[src/include/pio_pkg.sv]
package pio_pkg;
    // ------------------------------------------------------------
    // Clock and timing figures (nanoseconds as printed)
    // ------------------------------------------------------------
    localparam int CLK_NS = 40;              // 25 MHz system clock
    localparam int NMODES = 7;               // PIO modes 0..6
    // Minimum total cycle per mode
    localparam int CYC_NS [NMODES] = '{600, 383, 240, 180, 120, 100, 80};
    // Minimum active strobe, 16-bit data
    localparam int ACT_NS [NMODES] = '{165, 125, 100, 80, 70, 65, 55};
    // Minimum active strobe, 8-bit register access
    localparam int ACT8_NS[NMODES] = '{290, 290, 290, 80, 70, 65, 55};
    // Minimum recovery; none printed for modes 0..2
    localparam int REC_NS [NMODES] = '{0, 0, 0, 70, 25, 25, 20};
    // Address setup before strobe and hold after it
    localparam int SET_NS [NMODES] = '{70, 50, 30, 30, 25, 15, 10};
    localparam int HLD_NS [NMODES] = '{20, 15, 10, 10, 10, 10, 10};
    localparam int RDYSU_NS = 35;            // Ready sampling point
    localparam int RDYMAX_NS = 1250;         // Longest ready-low pulse
    localparam int WIDE_LAST_MODE = 2;       // Wide indication valid
    localparam int RDY_FIRST_NA = 5;         // No ready wait from here

    // Round a least time up to whole cycles, at least one
    function automatic logic [5:0] cyc_up(input int ns);
        int c;
        c = (ns + CLK_NS - 1) / CLK_NS;
        if (c < 1)
        begin
            c = 1;
        end
        return c[5:0];
    endfunction : cyc_up

    localparam logic [5:0] RDYSU_CYC  = cyc_up(RDYSU_NS);
    // Longest time rounds down
    localparam logic [5:0] RDYMAX_CYC = 6'(RDYMAX_NS / CLK_NS);
    localparam logic [5:0] SYNC_LAT   = 6'h02; // Ready synchroniser depth

    // Sequencer states
    typedef enum logic [2:0] {
        PIO_IDLE = 3'b000,
        PIO_SETUP = 3'b001,
        PIO_ACTIVE = 3'b010,
        PIO_HOLD = 3'b011,
        PIO_RECOV = 3'b100
    } pio_state_t;
endpackage : pio_pkg

[src/verilog/pio_host.sv]
`timescale 1ns/1ps
// How it works
// - Whole cycle meets mode's minimum cycle time
// - Strobe held for mode's minimum active width
// - Strobe negated for minimum recovery time
// - Cycle is active plus inactive; all met
// - Stretch recovery to reach device-reported cycle
// - Sample ready after setup; wait while low
// - Modes 5 and 6 ignore ready
// - Wide indication honoured only in modes 0-2
// - Address is two chip selects plus three bits
// - Write strobe may end once wait rises
// - Read strobe may end once ready rises
module pio_host #(
    parameter int DW = 16          // Data width
) (
    // Clock and reset
    input  wire logic          clk_sys,
    input  wire logic          rstn,
    // Configuration
    input  wire logic [2:0]    pioMode,      // PIO mode 0..6
    input  wire logic [5:0]    minCycCyc,    // Device-reported cycle, clocks
    // Request side
    input  wire logic          reqValid,
    output logic               reqReady,
    input  wire logic          reqWrite,
    input  wire logic          reqByte,      // 8-bit register access
    input  wire logic          reqCtl,       // Control block select
    input  wire logic [2:0]    reqAddr,
    input  wire logic [DW-1:0] reqData,
    // Read answer side
    output logic               rspValid,
    input  wire logic          rspReady,
    output logic [DW-1:0]      rspData,
    output logic               rspWide,      // Card claimed 16-bit cycle, modes 0-2 only
    output logic               rspTimeout,   // Ready held past limit
    // Pins toward the card
    output logic               chipSelCmd_n,
    output logic               chipSelCtl_n,
    output logic [2:0]         pinAddr,
    output logic               ioReadStrobe_n,
    output logic               ioWriteStrobe_n,
    input  wire logic [DW-1:0] dataIn,
    output logic [DW-1:0]      dataOut,
    output logic               dataOe_n,     // Low while host drives
    input  wire logic          pioReady,
    input  wire logic          wideTransferInd_n
);
    // ------------------------------------------------------------
    // Input synchronisers
    // ------------------------------------------------------------
    logic rdyMeta_ff, rdySync_ff;           // Ready two-flop chain
    logic wideMeta_ff, wideSync_ff;         // Wide indication chain
    logic [DW-1:0] dinMeta_ff, dinSync_ff;  // Read data chain

    // Every pin passes two flops before use
    always_ff @(posedge clk_sys or negedge rstn)
    begin
        if (!rstn)
        begin
            rdyMeta_ff  <= 1'b1;
            rdySync_ff  <= 1'b1;
            wideMeta_ff <= 1'b1;
            wideSync_ff <= 1'b1;
            dinMeta_ff  <= '0;
            dinSync_ff  <= '0;
        end
        else
        begin
            rdyMeta_ff  <= pioReady;
            rdySync_ff  <= rdyMeta_ff;
            wideMeta_ff <= wideTransferInd_n;
            wideSync_ff <= wideMeta_ff;
            dinMeta_ff  <= dataIn;
            dinSync_ff  <= dinMeta_ff;
        end
    end

    // ------------------------------------------------------------
    // Per-mode phase lengths
    // ------------------------------------------------------------
    logic [5:0] setCyc, actCyc, recCyc, hldCyc, cycCyc;
    logic       useRdy, useWide;
    logic [2:0] md;
    logic       reqByteQ_ff;                // Latched 8-bit access flag

    // Clamp illegal modes to the slowest one
    always_comb
    begin
        md      = (pioMode > 3'h6) ? 3'h0 : pioMode;
        setCyc  = pio_pkg::cyc_up(pio_pkg::SET_NS[md]);
        actCyc  = pio_pkg::cyc_up(reqByteQ_ff ? pio_pkg::ACT8_NS[md]
                                              : pio_pkg::ACT_NS[md]);
        recCyc  = pio_pkg::cyc_up(pio_pkg::REC_NS[md]);
        hldCyc  = pio_pkg::cyc_up(pio_pkg::HLD_NS[md]);
        cycCyc  = pio_pkg::cyc_up(pio_pkg::CYC_NS[md]);
        if (minCycCyc > cycCyc)
        begin
            cycCyc = minCycCyc;
        end
        useRdy  = (md < 3'(pio_pkg::RDY_FIRST_NA));
        useWide = (md <= 3'(pio_pkg::WIDE_LAST_MODE));
    end

    // ------------------------------------------------------------
    // Request latch and two-entry answer buffer
    // ------------------------------------------------------------
    pio_pkg::pio_state_t state_ff;
    logic          reqWriteQ_ff, reqCtlQ_ff;
    logic [2:0]    reqAddrQ_ff;
    logic [DW-1:0] reqDataQ_ff;
    logic [1:0]    bufCnt_ff;               // Entries held
    logic          bufWr, bufRd;
    logic [DW:0]   bufMem_ff [2];           // Data plus wide flag
    logic          bufHead_ff;
    logic          pushRd;                  // Read word completes

    // Refuse new cycles unless a read word has room
    assign reqReady = (state_ff == pio_pkg::PIO_IDLE) && (bufCnt_ff != 2'h2);
    assign bufWr    = pushRd;
    assign bufRd    = rspValid && rspReady;
    assign rspValid = (bufCnt_ff != 2'h0);

    // Latch request; address stays put for the whole cycle
    always_ff @(posedge clk_sys or negedge rstn)
    begin
        if (!rstn)
        begin
            reqWriteQ_ff <= 1'b0;
            reqByteQ_ff  <= 1'b0;
            reqCtlQ_ff   <= 1'b0;
            reqAddrQ_ff  <= 3'h0;
            reqDataQ_ff  <= '0;
        end
        else if (reqValid && reqReady)
        begin
            reqWriteQ_ff <= reqWrite;
            reqByteQ_ff  <= reqByte;
            reqCtlQ_ff   <= reqCtl;
            reqAddrQ_ff  <= reqAddr;
            reqDataQ_ff  <= reqData;
        end
    end

    // Buffer storage; a stalled reader loses no word
    always_ff @(posedge clk_sys or negedge rstn)
    begin
        if (!rstn)
        begin
            bufCnt_ff   <= 2'h0;
            bufHead_ff  <= 1'b0;
            bufMem_ff[0] <= '0;
            bufMem_ff[1] <= '0;
        end
        else
        begin
            if (bufWr)
            begin
                bufMem_ff[bufHead_ff ^ bufCnt_ff[0]] <=
                    {useWide && !wideSync_ff, dinSync_ff};
            end
            if (bufRd)
            begin
                bufHead_ff <= ~bufHead_ff;
            end
            bufCnt_ff <= bufCnt_ff + 2'(bufWr) - 2'(bufRd);
        end
    end
    assign rspData = bufMem_ff[bufHead_ff][DW-1:0];
    assign rspWide = bufMem_ff[bufHead_ff][DW];

    // ------------------------------------------------------------
    // Cycle sequencer
    // ------------------------------------------------------------
    logic [5:0] phCnt_ff;                   // Clocks in current phase; hold and recovery share one count
    logic [5:0] totCnt_ff;                  // Clocks since strobe fell
    logic [5:0] waitCnt_ff;                 // Clocks ready seen low
    logic       waited_ff;                  // Cycle extended by ready
    logic       rdyOk, actDone, timeout;
    logic       smpDone;                    // Ready and read data seen

    // Ready is sampled after setup plus synchroniser latency
    assign rdyOk   = !useRdy || rdySync_ff
                     || (phCnt_ff < pio_pkg::RDYSU_CYC + pio_pkg::SYNC_LAT);
    assign timeout = waitCnt_ff >= pio_pkg::RDYMAX_CYC + pio_pkg::SYNC_LAT;
    // Strobe may not end before ready is looked at; a read also waits
    // out the data synchroniser so that no stale word is captured
    assign smpDone = useRdy
                     ? (phCnt_ff >= pio_pkg::RDYSU_CYC + pio_pkg::SYNC_LAT)
                     : (reqWriteQ_ff || phCnt_ff >= pio_pkg::SYNC_LAT);
    assign actDone = (phCnt_ff + 6'h01 >= actCyc) && smpDone
                     && (rdyOk || timeout);
    assign pushRd  = (state_ff == pio_pkg::PIO_ACTIVE) && actDone
                     && !reqWriteQ_ff;

    // Phase walk: setup, active, hold, recovery
    always_ff @(posedge clk_sys or negedge rstn)
    begin
        if (!rstn)
        begin
            state_ff   <= pio_pkg::PIO_IDLE;
            phCnt_ff   <= 6'h00;
            totCnt_ff  <= 6'h00;
            waitCnt_ff <= 6'h00;
            waited_ff  <= 1'b0;
            rspTimeout <= 1'b0;
        end
        else
        begin
            phCnt_ff  <= phCnt_ff + 6'h01;
            totCnt_ff <= (totCnt_ff == 6'h3F) ? totCnt_ff
                                              : totCnt_ff + 6'h01;
            unique case (state_ff)
                pio_pkg::PIO_IDLE:
                begin
                    phCnt_ff <= 6'h00;
                    if (reqValid && reqReady)
                    begin
                        state_ff <= pio_pkg::PIO_SETUP;
                    end
                end
                pio_pkg::PIO_SETUP:
                begin
                    // Address settles before strobe
                    if (phCnt_ff >= setCyc)
                    begin
                        state_ff   <= pio_pkg::PIO_ACTIVE;
                        phCnt_ff   <= 6'h00;
                        totCnt_ff  <= 6'h00;
                        waitCnt_ff <= 6'h00;
                        waited_ff  <= 1'b0;
                    end
                end
                pio_pkg::PIO_ACTIVE:
                begin
                    // Low ready past the sample point stretches it
                    if (!rdyOk)
                    begin
                        waited_ff  <= 1'b1;
                        waitCnt_ff <= waitCnt_ff + 6'h01;
                    end
                    // Strobe ends once ready is back
                    if (actDone)
                    begin
                        state_ff   <= pio_pkg::PIO_HOLD;
                        phCnt_ff   <= 6'h00;
                        rspTimeout <= timeout;
                    end
                end
                pio_pkg::PIO_HOLD:
                begin
                    if (phCnt_ff + 6'h01 >= hldCyc)
                    begin
                        state_ff <= pio_pkg::PIO_RECOV;
                    end
                end
                pio_pkg::PIO_RECOV:
                begin
                    // Inactive plus active must reach total
                    if ((phCnt_ff + 6'h01 >= recCyc)
                        && (totCnt_ff + 6'h01 >= cycCyc))
                    begin
                        state_ff <= pio_pkg::PIO_IDLE;
                    end
                end
                default:
                begin
                    state_ff <= pio_pkg::PIO_IDLE;
                end
            endcase
        end
    end

    // ------------------------------------------------------------
    // Pin drivers, all registered
    // ------------------------------------------------------------
    // Selects and address only move while both strobes are high
    always_ff @(posedge clk_sys or negedge rstn)
    begin
        if (!rstn)
        begin
            chipSelCmd_n    <= 1'b1;
            chipSelCtl_n    <= 1'b1;
            pinAddr         <= 3'h0;
            ioReadStrobe_n  <= 1'b1;
            ioWriteStrobe_n <= 1'b1;
            dataOut         <= '0;
            dataOe_n        <= 1'b1;
        end
        else
        begin
            chipSelCmd_n <= !(state_ff != pio_pkg::PIO_IDLE && !reqCtlQ_ff);
            chipSelCtl_n <= !(state_ff != pio_pkg::PIO_IDLE && reqCtlQ_ff);
            pinAddr      <= reqAddrQ_ff;
            // Strobe low exactly while in active state
            // Selects lead the strobe by a full setup time
            if (state_ff == pio_pkg::PIO_SETUP && phCnt_ff >= setCyc)
            begin
                ioReadStrobe_n  <= reqWriteQ_ff;
                ioWriteStrobe_n <= !reqWriteQ_ff;
            end
            else if (state_ff == pio_pkg::PIO_ACTIVE && actDone)
            begin
                ioReadStrobe_n  <= 1'b1;
                ioWriteStrobe_n <= 1'b1;
            end
            // Write data spans setup through hold
            dataOut  <= reqDataQ_ff;
            dataOe_n <= !(reqWriteQ_ff && state_ff != pio_pkg::PIO_IDLE
                          && state_ff != pio_pkg::PIO_RECOV);
        end
    end

    // ------------------------------------------------------------
    // Checks
    // ------------------------------------------------------------
    property p_strobe_min;
        @(posedge clk_sys) disable iff (!rstn)
        $fell(ioReadStrobe_n) |-> !ioReadStrobe_n [*2];
    endproperty
    a_strobe_min: assert property (p_strobe_min)
        else $error("read strobe shorter than minimum");

    property p_excl;
        @(posedge clk_sys) disable iff (!rstn)
        !(!ioReadStrobe_n && !ioWriteStrobe_n);
    endproperty
    a_excl: assert property (p_excl)
        else $error("both strobes active");

    property p_addr_stable;
        @(posedge clk_sys) disable iff (!rstn)
        !ioWriteStrobe_n |-> $stable(pinAddr) && !dataOe_n;
    endproperty
    a_addr_stable: assert property (p_addr_stable)
        else $error("address or data moved under strobe");

    property p_rec;
        @(posedge clk_sys) disable iff (!rstn)
        $rose(ioWriteStrobe_n) |=> ioWriteStrobe_n;
    endproperty
    a_rec: assert property (p_rec)
        else $error("recovery too short");

    property p_total;
        @(posedge clk_sys) disable iff (!rstn)
        (state_ff == pio_pkg::PIO_RECOV && $past(state_ff)
         == pio_pkg::PIO_RECOV) |-> ##[0:63] state_ff == pio_pkg::PIO_IDLE;
    endproperty
    a_total: assert property (p_total)
        else $error("recovery never ends");

    property p_wait;
        @(posedge clk_sys) disable iff (!rstn)
        (state_ff == pio_pkg::PIO_ACTIVE && !rdyOk && !timeout)
        |=> state_ff == pio_pkg::PIO_ACTIVE;
    endproperty
    a_wait: assert property (p_wait)
        else $error("cycle closed while ready low");

    property p_nordy;
        @(posedge clk_sys) disable iff (!rstn)
        (pioMode >= 3'h5 && pioMode <= 3'h6) |-> rdyOk;
    endproperty
    a_nordy: assert property (p_nordy)
        else $error("ready used in mode 5 or 6");

    property p_wide;
        @(posedge clk_sys) disable iff (!rstn)
        (pushRd && pioMode > 3'h2 && pioMode <= 3'h6) |=>
            !bufMem_ff[$past(bufHead_ff ^ bufCnt_ff[0])][DW];
    endproperty
    a_wide: assert property (p_wide)
        else $error("wide flag kept in fast mode");
endmodule : pio_host

[config.mk]
export PLATFORM = sky130hd
export DESIGN_NAME = pio_host
export DESIGN_NICKNAME = d
export VERILOG_FILES = /design/src/include/pio_pkg.sv /design/src/verilog/pio_host.sv
export SDC_FILE = /design/constraint.sdc
export NUM_CORES = 1
export LEC_CHECK = 0
export ABC_AREA = 1
export ABC_CLOCK_PERIOD_IN_PS = 5850
export BUFFER_PORTS_ARGS = -buffer_cell sky130_fd_sc_hd__buf_2
export CORE_MARGIN = 4
export CORE_UTILIZATION = 57
export DETAILED_ROUTE_END_ITERATION = 10
export HOLD_SLACK_MARGIN = 0.15
export PLACE_DENSITY = 0.8
export SETUP_SLACK_MARGIN = 0.15
export SLEW_MARGIN = 20
export SYNTH_ARGS = -nofsm -noshare
export SYNTH_HDL_FRONTEND = slang
export SYNTH_SLANG_ARGS = --single-unit
[constraint.sdc]
create_clock -name clk_sys -period 5.85 [get_ports clk_sys]
set_input_delay 1.17 -clock clk_sys [delete_from_list [all_inputs] [get_ports clk_sys]]
set_output_delay 1.17 -clock clk_sys [all_outputs]
set_load 0.05 [all_outputs]
# After elaboration in Yosys (flattened, before gate mapping)
# Memory sizes are Yosys's and may differ from the RTL's.
# Cells that the tools add are included.
[op_classes]
add_sub_neg = 15
n_eq_ne = 13
div = 5
n_reduce_logical = 34
n_mux = 45
bitwise = 5
order_cmp = 22
[op_table]
columns = ["operator", "count"]
rows = [
  ["two-way mux 32 bit", 13],
  ["adder 32 x 7 -> 32 bit (second input constant)", 5],
  ["divider 32 x 7 -> 32 bit (second input constant)", 5],
  ["< comparator 32 x 2 -> 1 bit (second input constant)", 5],
  ["subtractor 32 x 2 -> 32 bit (second input constant)", 5],
  ["two-way mux 6 bit", 13],
  ["two-way mux 17 bit", 4],
  ["bitwise mux 34 bit", 1],
  [">= comparator 6 bit", 5],
  ["adder 6 x 1 -> 6 bit (second input constant)", 3],
  ["two-way mux 3 bit", 6],
  ["one-hot mux 6 bit (3 select lines)", 1],
  ["demux 17 bit (select 1 bit)", 1],
  ["logical AND 1 bit", 15],
  ["one-hot mux 3 bit (5 select lines)", 1],
  [">= comparator 6 x 2 -> 1 bit (second input constant)", 2],
  ["!= test 2 bit (second input constant)", 6],
  ["one-hot mux 6 bit (2 select lines)", 1],
  ["logical NOT 1 bit", 7],
  ["== test 3 x 2 -> 1 bit (second input constant)", 2],
  ["== test 6 bit (second input constant)", 1],
  [">= comparator 6 bit (second input constant)", 1],
  ["greater-than comparator 6 bit", 1],
  ["< comparator 6 x 2 -> 1 bit (second input constant)", 1],
  ["24 further kinds", 34],
]
[totals]
wordCells = 172
memories = 6
out_inout_bits = 44
inputBits = 53
ff_bits = 141
rom_bits = 1536
[mem_list]
columns = ["memory", "depth", "word_bits", "rd", "rd_clocked_by_memory_dff", "wr", "line_no", "text"]
rows = [
  ["(name not given)", 8, 32, 1, 0, 0, "pio_host.sv:96", "cycCyc = pio_pkg::cyc_up(pio_pkg::CYC_NS[md]);"],
  ["(name not given)", 8, 32, 1, 0, 0, "pio_host.sv:95", "hldCyc = pio_pkg::cyc_up(pio_pkg::HLD_NS[md]);"],
  ["(name not given)", 8, 32, 1, 0, 0, "pio_host.sv:94", "recCyc = pio_pkg::cyc_up(pio_pkg::REC_NS[md]);"],
  ["(name not given)", 8, 32, 1, 0, 0, "pio_host.sv:93", ": pio_pkg::ACT_NS[md]);"],
  ["(name not given)", 8, 32, 1, 0, 0, "pio_host.sv:92", "actCyc = pio_pkg::cyc_up(reqByteQ_ff ? pio_pkg::ACT8_NS[md]"],
  ["(name not given)", 8, 32, 1, 0, 0, "pio_host.sv:91", "setCyc = pio_pkg::cyc_up(pio_pkg::SET_NS[md]);"],
]

# Logic depth before layout (Yosys ltp)
[logic_depth]
word_depth = 19
depth_mapped = 43

# Worst setup path after synthesis
# OpenSTA, ideal clock, no wires.
[synth_path]
path_kind = "input -> register"
startpoint = "input pioMode[0]"
endpoint = "register bufCnt_ff[1]"
slack_ns = 0.517
n_path_buf = 0
cell_stages = 36
arrival_ns = 5.207
setup_time_ns = 0.126
cell_sequence = "inv_2 ha_1 nand2_2 nand2_4 nand2_4 nand2_1 nor2_1 inv_1 nand2_1 inv_1 ha_1 o31ai_1 xor2_1 nor2_1 o21ai_0 nand2_1 nand2_1 nand2_1 o211ai_1 ha_1 inv_1 a21boi_0 o21a_1 o21ai_0 nand2_1 a211o_1 and2_1 inv_2 nor2_4 inv_2 nor2_8 or2_2 nand2_1 ha_1 xnor2_1 xor2_1"
[synth_between]
elab_chain_cells = 19
word_cells_on_any_way = 28
classes_between = "4 x add/sub; 1 x div; 4 x order compare; 8 x mux; 1 x bitwise; 8 x reduce/logical; 2 x memory"
[synth_rtl]
columns = ["element", "line_no", "text"]
rows = [
  ["from (decl)", "pio_host.sv:21", "input wire logic [2:0] pioMode,"],
  ["greater-than comparator 3 bit", "pio_host.sv:90", "md = (pioMode > 3'h6) ? 3'h0 : pioMode;"],
  ["two-way mux 3 bit *", "pio_host.sv:90", ""],
  ["inverter 3 -> 4 bit (not written as such)", "pio_host.sv:92, pio_host.sv:93", ""],
  ["memory (8 x 32 bit), on equally long branches", "-", ""],
  ["two-way mux 32 bit, on equally long branches (2 in a row)", "pio_host.sv:93, pio_host.sv:92", ""],
  ["two-way mux 32 bit", "pio_host.sv:92", ""],
  ["adder 32 x 7 -> 32 bit", "pio_pkg.sv:26", "c = (ns + CLK_NS - 1) / CLK_NS;"],
  ["subtractor 32 x 2 -> 32 bit", "pio_pkg.sv:26", ""],
  ["(+2 left out)", "-", ""],
  ["two-way mux 6 bit", "pio_pkg.sv:27", "if (c < 1)"],
  [">= comparator 6 bit", "pio_host.sv:191", "assign actDone = (phCnt_ff + 6'h01 >= actCyc) && smpDone"],
  ["logical AND 1 bit", "pio_host.sv:191", ""],
  ["logical AND 1 bit *", "pio_host.sv:192", "&& (rdyOk || timeout);"],
  ["logical AND 1 bit *", "pio_host.sv:193", "assign pushRd = (state_ff == pio_pkg::PIO_ACTIVE) && actDone"],
  ["logical AND 1 bit *", "pio_host.sv:194", "&& !reqWriteQ_ff;"],
  ["adder 2 x 1 -> 2 bit *", "pio_host.sv:166", "bufCnt_ff <= bufCnt_ff + 2'(bufWr) - 2'(bufRd);"],
  ["subtractor 2 x 1 -> 2 bit *", "pio_host.sv:166", ""],
  ["to (signal assigned)", "pio_host.sv:166", ""],
  ["to (decl)", "pio_host.sv:112", "logic [1:0] bufCnt_ff;"],
]
# Every way passes the cells marked *; elsewhere a longest branch is shown, timed or not. The select of a mux whose other input is x is not followed.
# A chain may end at the register's enable or synchronous reset.

# Worst setup path in the final report
[layout_path]
startpoint = "input pioMode[0]"
endpoint = "register state_ff[2]"
[layout_between]
elab_chain_cells = 17
word_cells_on_any_way = 68
classes_between = "10 x add/sub; 5 x div; 13 x order compare; 4 x eq/ne; 21 x mux; 1 x bitwise; 8 x reduce/logical; 6 x memory"
[layout_rtl]
columns = ["element", "line_no", "text"]
rows = [
  ["greater-than comparator 3 bit", "pio_host.sv:90", ""],
  ["two-way mux 3 bit *", "pio_host.sv:90", ""],
  ["inverter 3 -> 4 bit (not written as such)", "-", ""],
  ["memory (8 x 32 bit), on equally long branches", "-", ""],
  ["two-way mux 32 bit, on equally long branches (2 in a row)", "pio_host.sv:96, pio_host.sv:92, pio_host.sv:93", ""],
  ["adder 32 x 7 -> 32 bit / two-way mux 32 bit (equally long branches)", "pio_pkg.sv:26, pio_host.sv:92", ""],
  ["subtractor 32 x 2 -> 32 bit / adder 32 x 7 -> 32 bit (equally long branches)", "pio_pkg.sv:26", ""],
  ["divider 32 x 7 -> 32 bit / subtractor 32 x 2 -> 32 bit (equally long branches)", "pio_pkg.sv:26", ""],
  ["< comparator 32 x 2 -> 1 bit / divider 32 x 7 -> 32 bit (equally long branches)", "pio_pkg.sv:27, pio_pkg.sv:26", ""],
  ["two-way mux 6 bit / < comparator 32 x 2 -> 1 bit (equally long branches)", "pio_pkg.sv:27", ""],
  ["greater-than comparator 6 bit / two-way mux 6 bit (equally long branches)", "pio_host.sv:97, pio_pkg.sv:27", ""],
  ["two-way mux 6 bit / >= comparator 6 bit (equally long branches)", "pio_host.sv:97, pio_host.sv:191", ""],
  [">= comparator 6 bit / logical AND 1 bit (equally long branches)", "pio_host.sv:261, pio_host.sv:191", ""],
  ["logical AND 1 bit, on equally long branches", "pio_host.sv:261, pio_host.sv:192", ""],
  ["!= test 2 bit (no line)", "-", ""],
  ["AND reduction 5 bit (no line) *", "-", ""],
  ["to (signal assigned)", "pio_host.sv:254", "state_ff <= pio_pkg::PIO_RECOV;"],
  ["to (signal assigned)", "pio_host.sv:263", "state_ff <= pio_pkg::PIO_IDLE;"],
  ["to (signal assigned)", "pio_host.sv:268", "state_ff <= pio_pkg::PIO_IDLE;"],
  ["to (decl)", "pio_host.sv:108", "pio_pkg::pio_state_t state_ff;"],
]
# Marks and branches as above.

==> flow_summary.yaml <==
routing:
  vias_per_cell: 5.38
  num_vias: 5441
  drc: 0
  drt_iter0_markers: 486
  wl_um: 15500
  dr.pass1.iters: 5
  detail-route-antenna-nets: 0
  wl_per_cell_um: 15.3
global_routing:
  grt_pass1_wl_um: 26500
  antenna_found_initial: 0
  gr-total-overflow: 0
  grt_pass1_vias: 5576
  grt_max_degree: 105
  grt_usage_pct: 23.3
yosys:
  yosysUniqueCellTypes: 48
  yosys_warnings: 0
  syn_area_sq_um: 6820
  synth_edf_count: 0
  synth_nets: 828
  synth_cells: 734
  ys_ff_latch: 141
  synth-seq-area-share_pct: 51.9
  synthArstFlopShare_pct: 100
  synth.avg_cell_area_sq_um: 9.29
  synth_top_flop_cell: "dfrtp_1"
sta:
  relSlewSlack_pct: 37.3
  period_share_pct: 91.6
  fin_hold_ws_ps: 348
  slew_violations: 0
  rsz0062_at_grt: "true"
  hold_viol: 0
  min_period_ps: 5360
  setup-violations-final: 0
  clock-skew-final_ps: 7.88
  max_freq_ghz: 0.187
  worst_pin_slew_ps: 938
  setup_tns_ps: 0
worst_setup_path:
  worstSetupStartpoint: "pioMode[0]"
  crit_path_max_fanout: 7
  reg2regPathDepth: 31
  cp_data_required_time_ps: 6130
  startpoint_type: "primary input"
  endpoint_kind: "register"
  arrival_ps: 5630
  cpMostUsedCell: "nand2_1"
  r2r-start: "reqByteQ_ff"
  path_class: "primary input to register"
  critPathSlowestCell: "ha_1"
  cpPeakStageDelay_ps: 300
floorplan:
  row_count: 39
  die_y_um: 117
  ios: 97
  die_area_sq_um: 13800
  coreArea_sq_um: 11600
  die_w_um: 117
  initial_core_util_pct: 58.9
clock_tree:
  clock_path_buffers: 2
  clock-sinks: 141
  htreeDepth: 4
  cts_tree: "yes"
  clkSlewWorstSetupHoldPaths_ps: 60
  insertion_delay_ps: 400
  cts_hold_buf: 0
  root_buffer: "clkbuf_16"
  numCtsBuffers: 17
run_status:
  outcome: "finished clean"
cells_and_area:
  diodes: 0
  regArea_sq_um: 3540
  final_area_sq_um: 8330
  drive_gt1_share_pct: 27.2
  multi_input_area_sq_um: 2980
  nFillCells: 863
  areaGrowthSynthToFinish_pct: 22.2
  nNetsFinal: 951
  final_util_pct: 72.0
placement:
  place_area_sq_um: 7550
  hpwl_um: 10600
  io_buffers: 96
  place.gp.congestion: 0.911
power_and_ir_drop:
  power_leakage_nw: 4.34
  powerDensity_nw_per_um2: 507
  finalPower_mw: 4.22
  peakVddDrop_uv: 316
hold_path:
  whs_path_depth: 0
  hp-class: "register to register"
  worstHoldStart: "dinMeta_ff[10]"
flow_run:
  drv_cap: 0
[layout make-up]
cell class | count | area share [%]
Clock inverter | 9 | 1.35
Tap cell | 143 | 2.15
Sequential cell | 141 | 42.5
Clock buffer | 22 | 5.57
Inverter | 101 | 4.58
Timing Repair Buffer | 116 | 8.02
Multi-Input combinational cell | 480 | 35.8
[timing repair]
| item | in CTS | in global routing |
|---|---|---|
| hold endpoints to repair | 0 | 0 |
| setup endpoints to repair | 0 | 39 |
| buffers inserted | 0 | 5 |
| gates resized for setup | 0 | 40 |
[metal layers]
| layer | track usage, % | part of all wire (%) | up-vias |
|---|---|---|---|
| met4 | 6.30 | 1.8 | 0 |
| li1 | - | - | 2602 |
| met2 | 41.3 | 52 | 177 |
| met1 | 28.2 | 40 | 2627 |
| met5 | 0 | 0 | - |
| met3 | 6.06 | 5.7 | 35 |
[Yosys cell counts, types with 2 or more instances]
cell / n / share of area (%)
clkinv_1: 2 / 0.11
o31ai_1: 2 / 0.22
nand3_1: 30 / 2.2
a21boi_0: 3 / 0.33
mux2_2: 21 / 3.5
clkbuf_1: 5 / 0.28
buf_2: 4 / 0.29
nand4_1: 7 / 0.64
nor3b_1: 2 / 0.22
a31oi_1: 2 / 0.18
o21ai_1: 33 / 2.4
o21a_1: 5 / 0.55
nor2_1: 58 / 3.2
inv_2: 6 / 0.33
a21oi_2: 3 / 0.39
nand2_4: 6 / 0.99
a21oi_1: 24 / 1.8
ha_1: 41 / 7.5
xnor2_1: 3 / 0.39
nand2_1: 161 / 8.9
xor2_1: 10 / 1.3
o21ai_2: 2 / 0.26
nand2_2: 10 / 0.92
buf_6: 2 / 0.33
o21ai_0: 27 / 2.0
nor2_4: 2 / 0.33
dfrtp_1: 132 / 48
nor3_1: 8 / 0.59
inv_1: 93 / 5.1
or2_2: 4 / 0.37
dfstp_2: 9 / 3.5
[worst paths after layout]
check | to | slack (ps)
max in group asynchronous | rdySync_ff | 3890
min reg2reg | dinSync_ff[10] | 350
min in group asynchronous | dinSync_ff[7] | 880
max reg2reg | bufCnt_ff[1] | 1410
min | dinSync_ff[10] | 350
max | state_ff[2] | 490
[kinds of logic after synthesis]
logic type	count (synthesis)	share of synthesized area (%)
xor gates and xnor gates	13	1.67
adders and majority gates	41	7.53
and+or+nand+nor	292	19.0
buffers and inverters	113	6.52
muxes	21	3.47
other	1	0.0550
AOI/OAI and AO/OA	112	9.79
DFF	141	51.9
[worst max-delay path, delay by kind of cell]
| kind | cells | cell delay (ps) |
|---|---|---|
| AO/OA/AOI/OAI | 10 | 1420 |
| adder cells (fa/ha/maj) | 5 | 1110 |
| buffers and inverters | 7 | 710 |
| AND/OR/NAND/NOR | 12 | 1210 |
[placed cells by master, fill, tap and decap left out, types with 3 or more instances in the layout]
master     count
clkinv_4       3
a21boi_0       3
nor2_4         3
buf_2         94
ha_1          38
o21ai_2        3
nor2_1        56
a21oi_2        4
nand3_1       29
buf_4         18
xor2_1        10
nor3_1         8
clkbuf_1       3
dfrtp_1      132
clkbuf_16     17
o21ai_0       23
inv_1         91
dfstp_2        9
or2_2          4
o21ai_1       35
mux2_2        21
nand2_1      156
nand2_4        6
a21oi_1       22
nand2_2       13
inv_2          7
o21a_1         5
nand4_1        7
[stage by stage]
stage	std cells	setup slack, ps
final	1012	493
after global routing	1012	90.2
after CTS	1007	262
after detailed placement	976	-127
after global placement	976	118
after floorplan	734	517
[sequential cells by signal, indices dropped and copies added (netlist names), 2 cells and up]
| signal | flops |
|---|---|
| bufMem_ff | 34 |
| dinMeta_ff | 16 |
| pinAddr | 3 |
| reqDataQ_ff | 16 |
| reqAddrQ_ff | 3 |
| phCnt_ff | 6 |
| waitCnt_ff | 6 |
| state_ff | 3 |
| dinSync_ff | 16 |
| dataOut | 16 |
| totCnt_ff | 6 |
| bufCnt_ff | 2 |
[report_power, final]
part	leakage (nW)	internal (mW)	switching, mW
clock network	0.281	0.650	0.396
registers	1.74	1.29	0.205
logic	2.32	0.530	1.16
(Power assumes the default switching activity.)
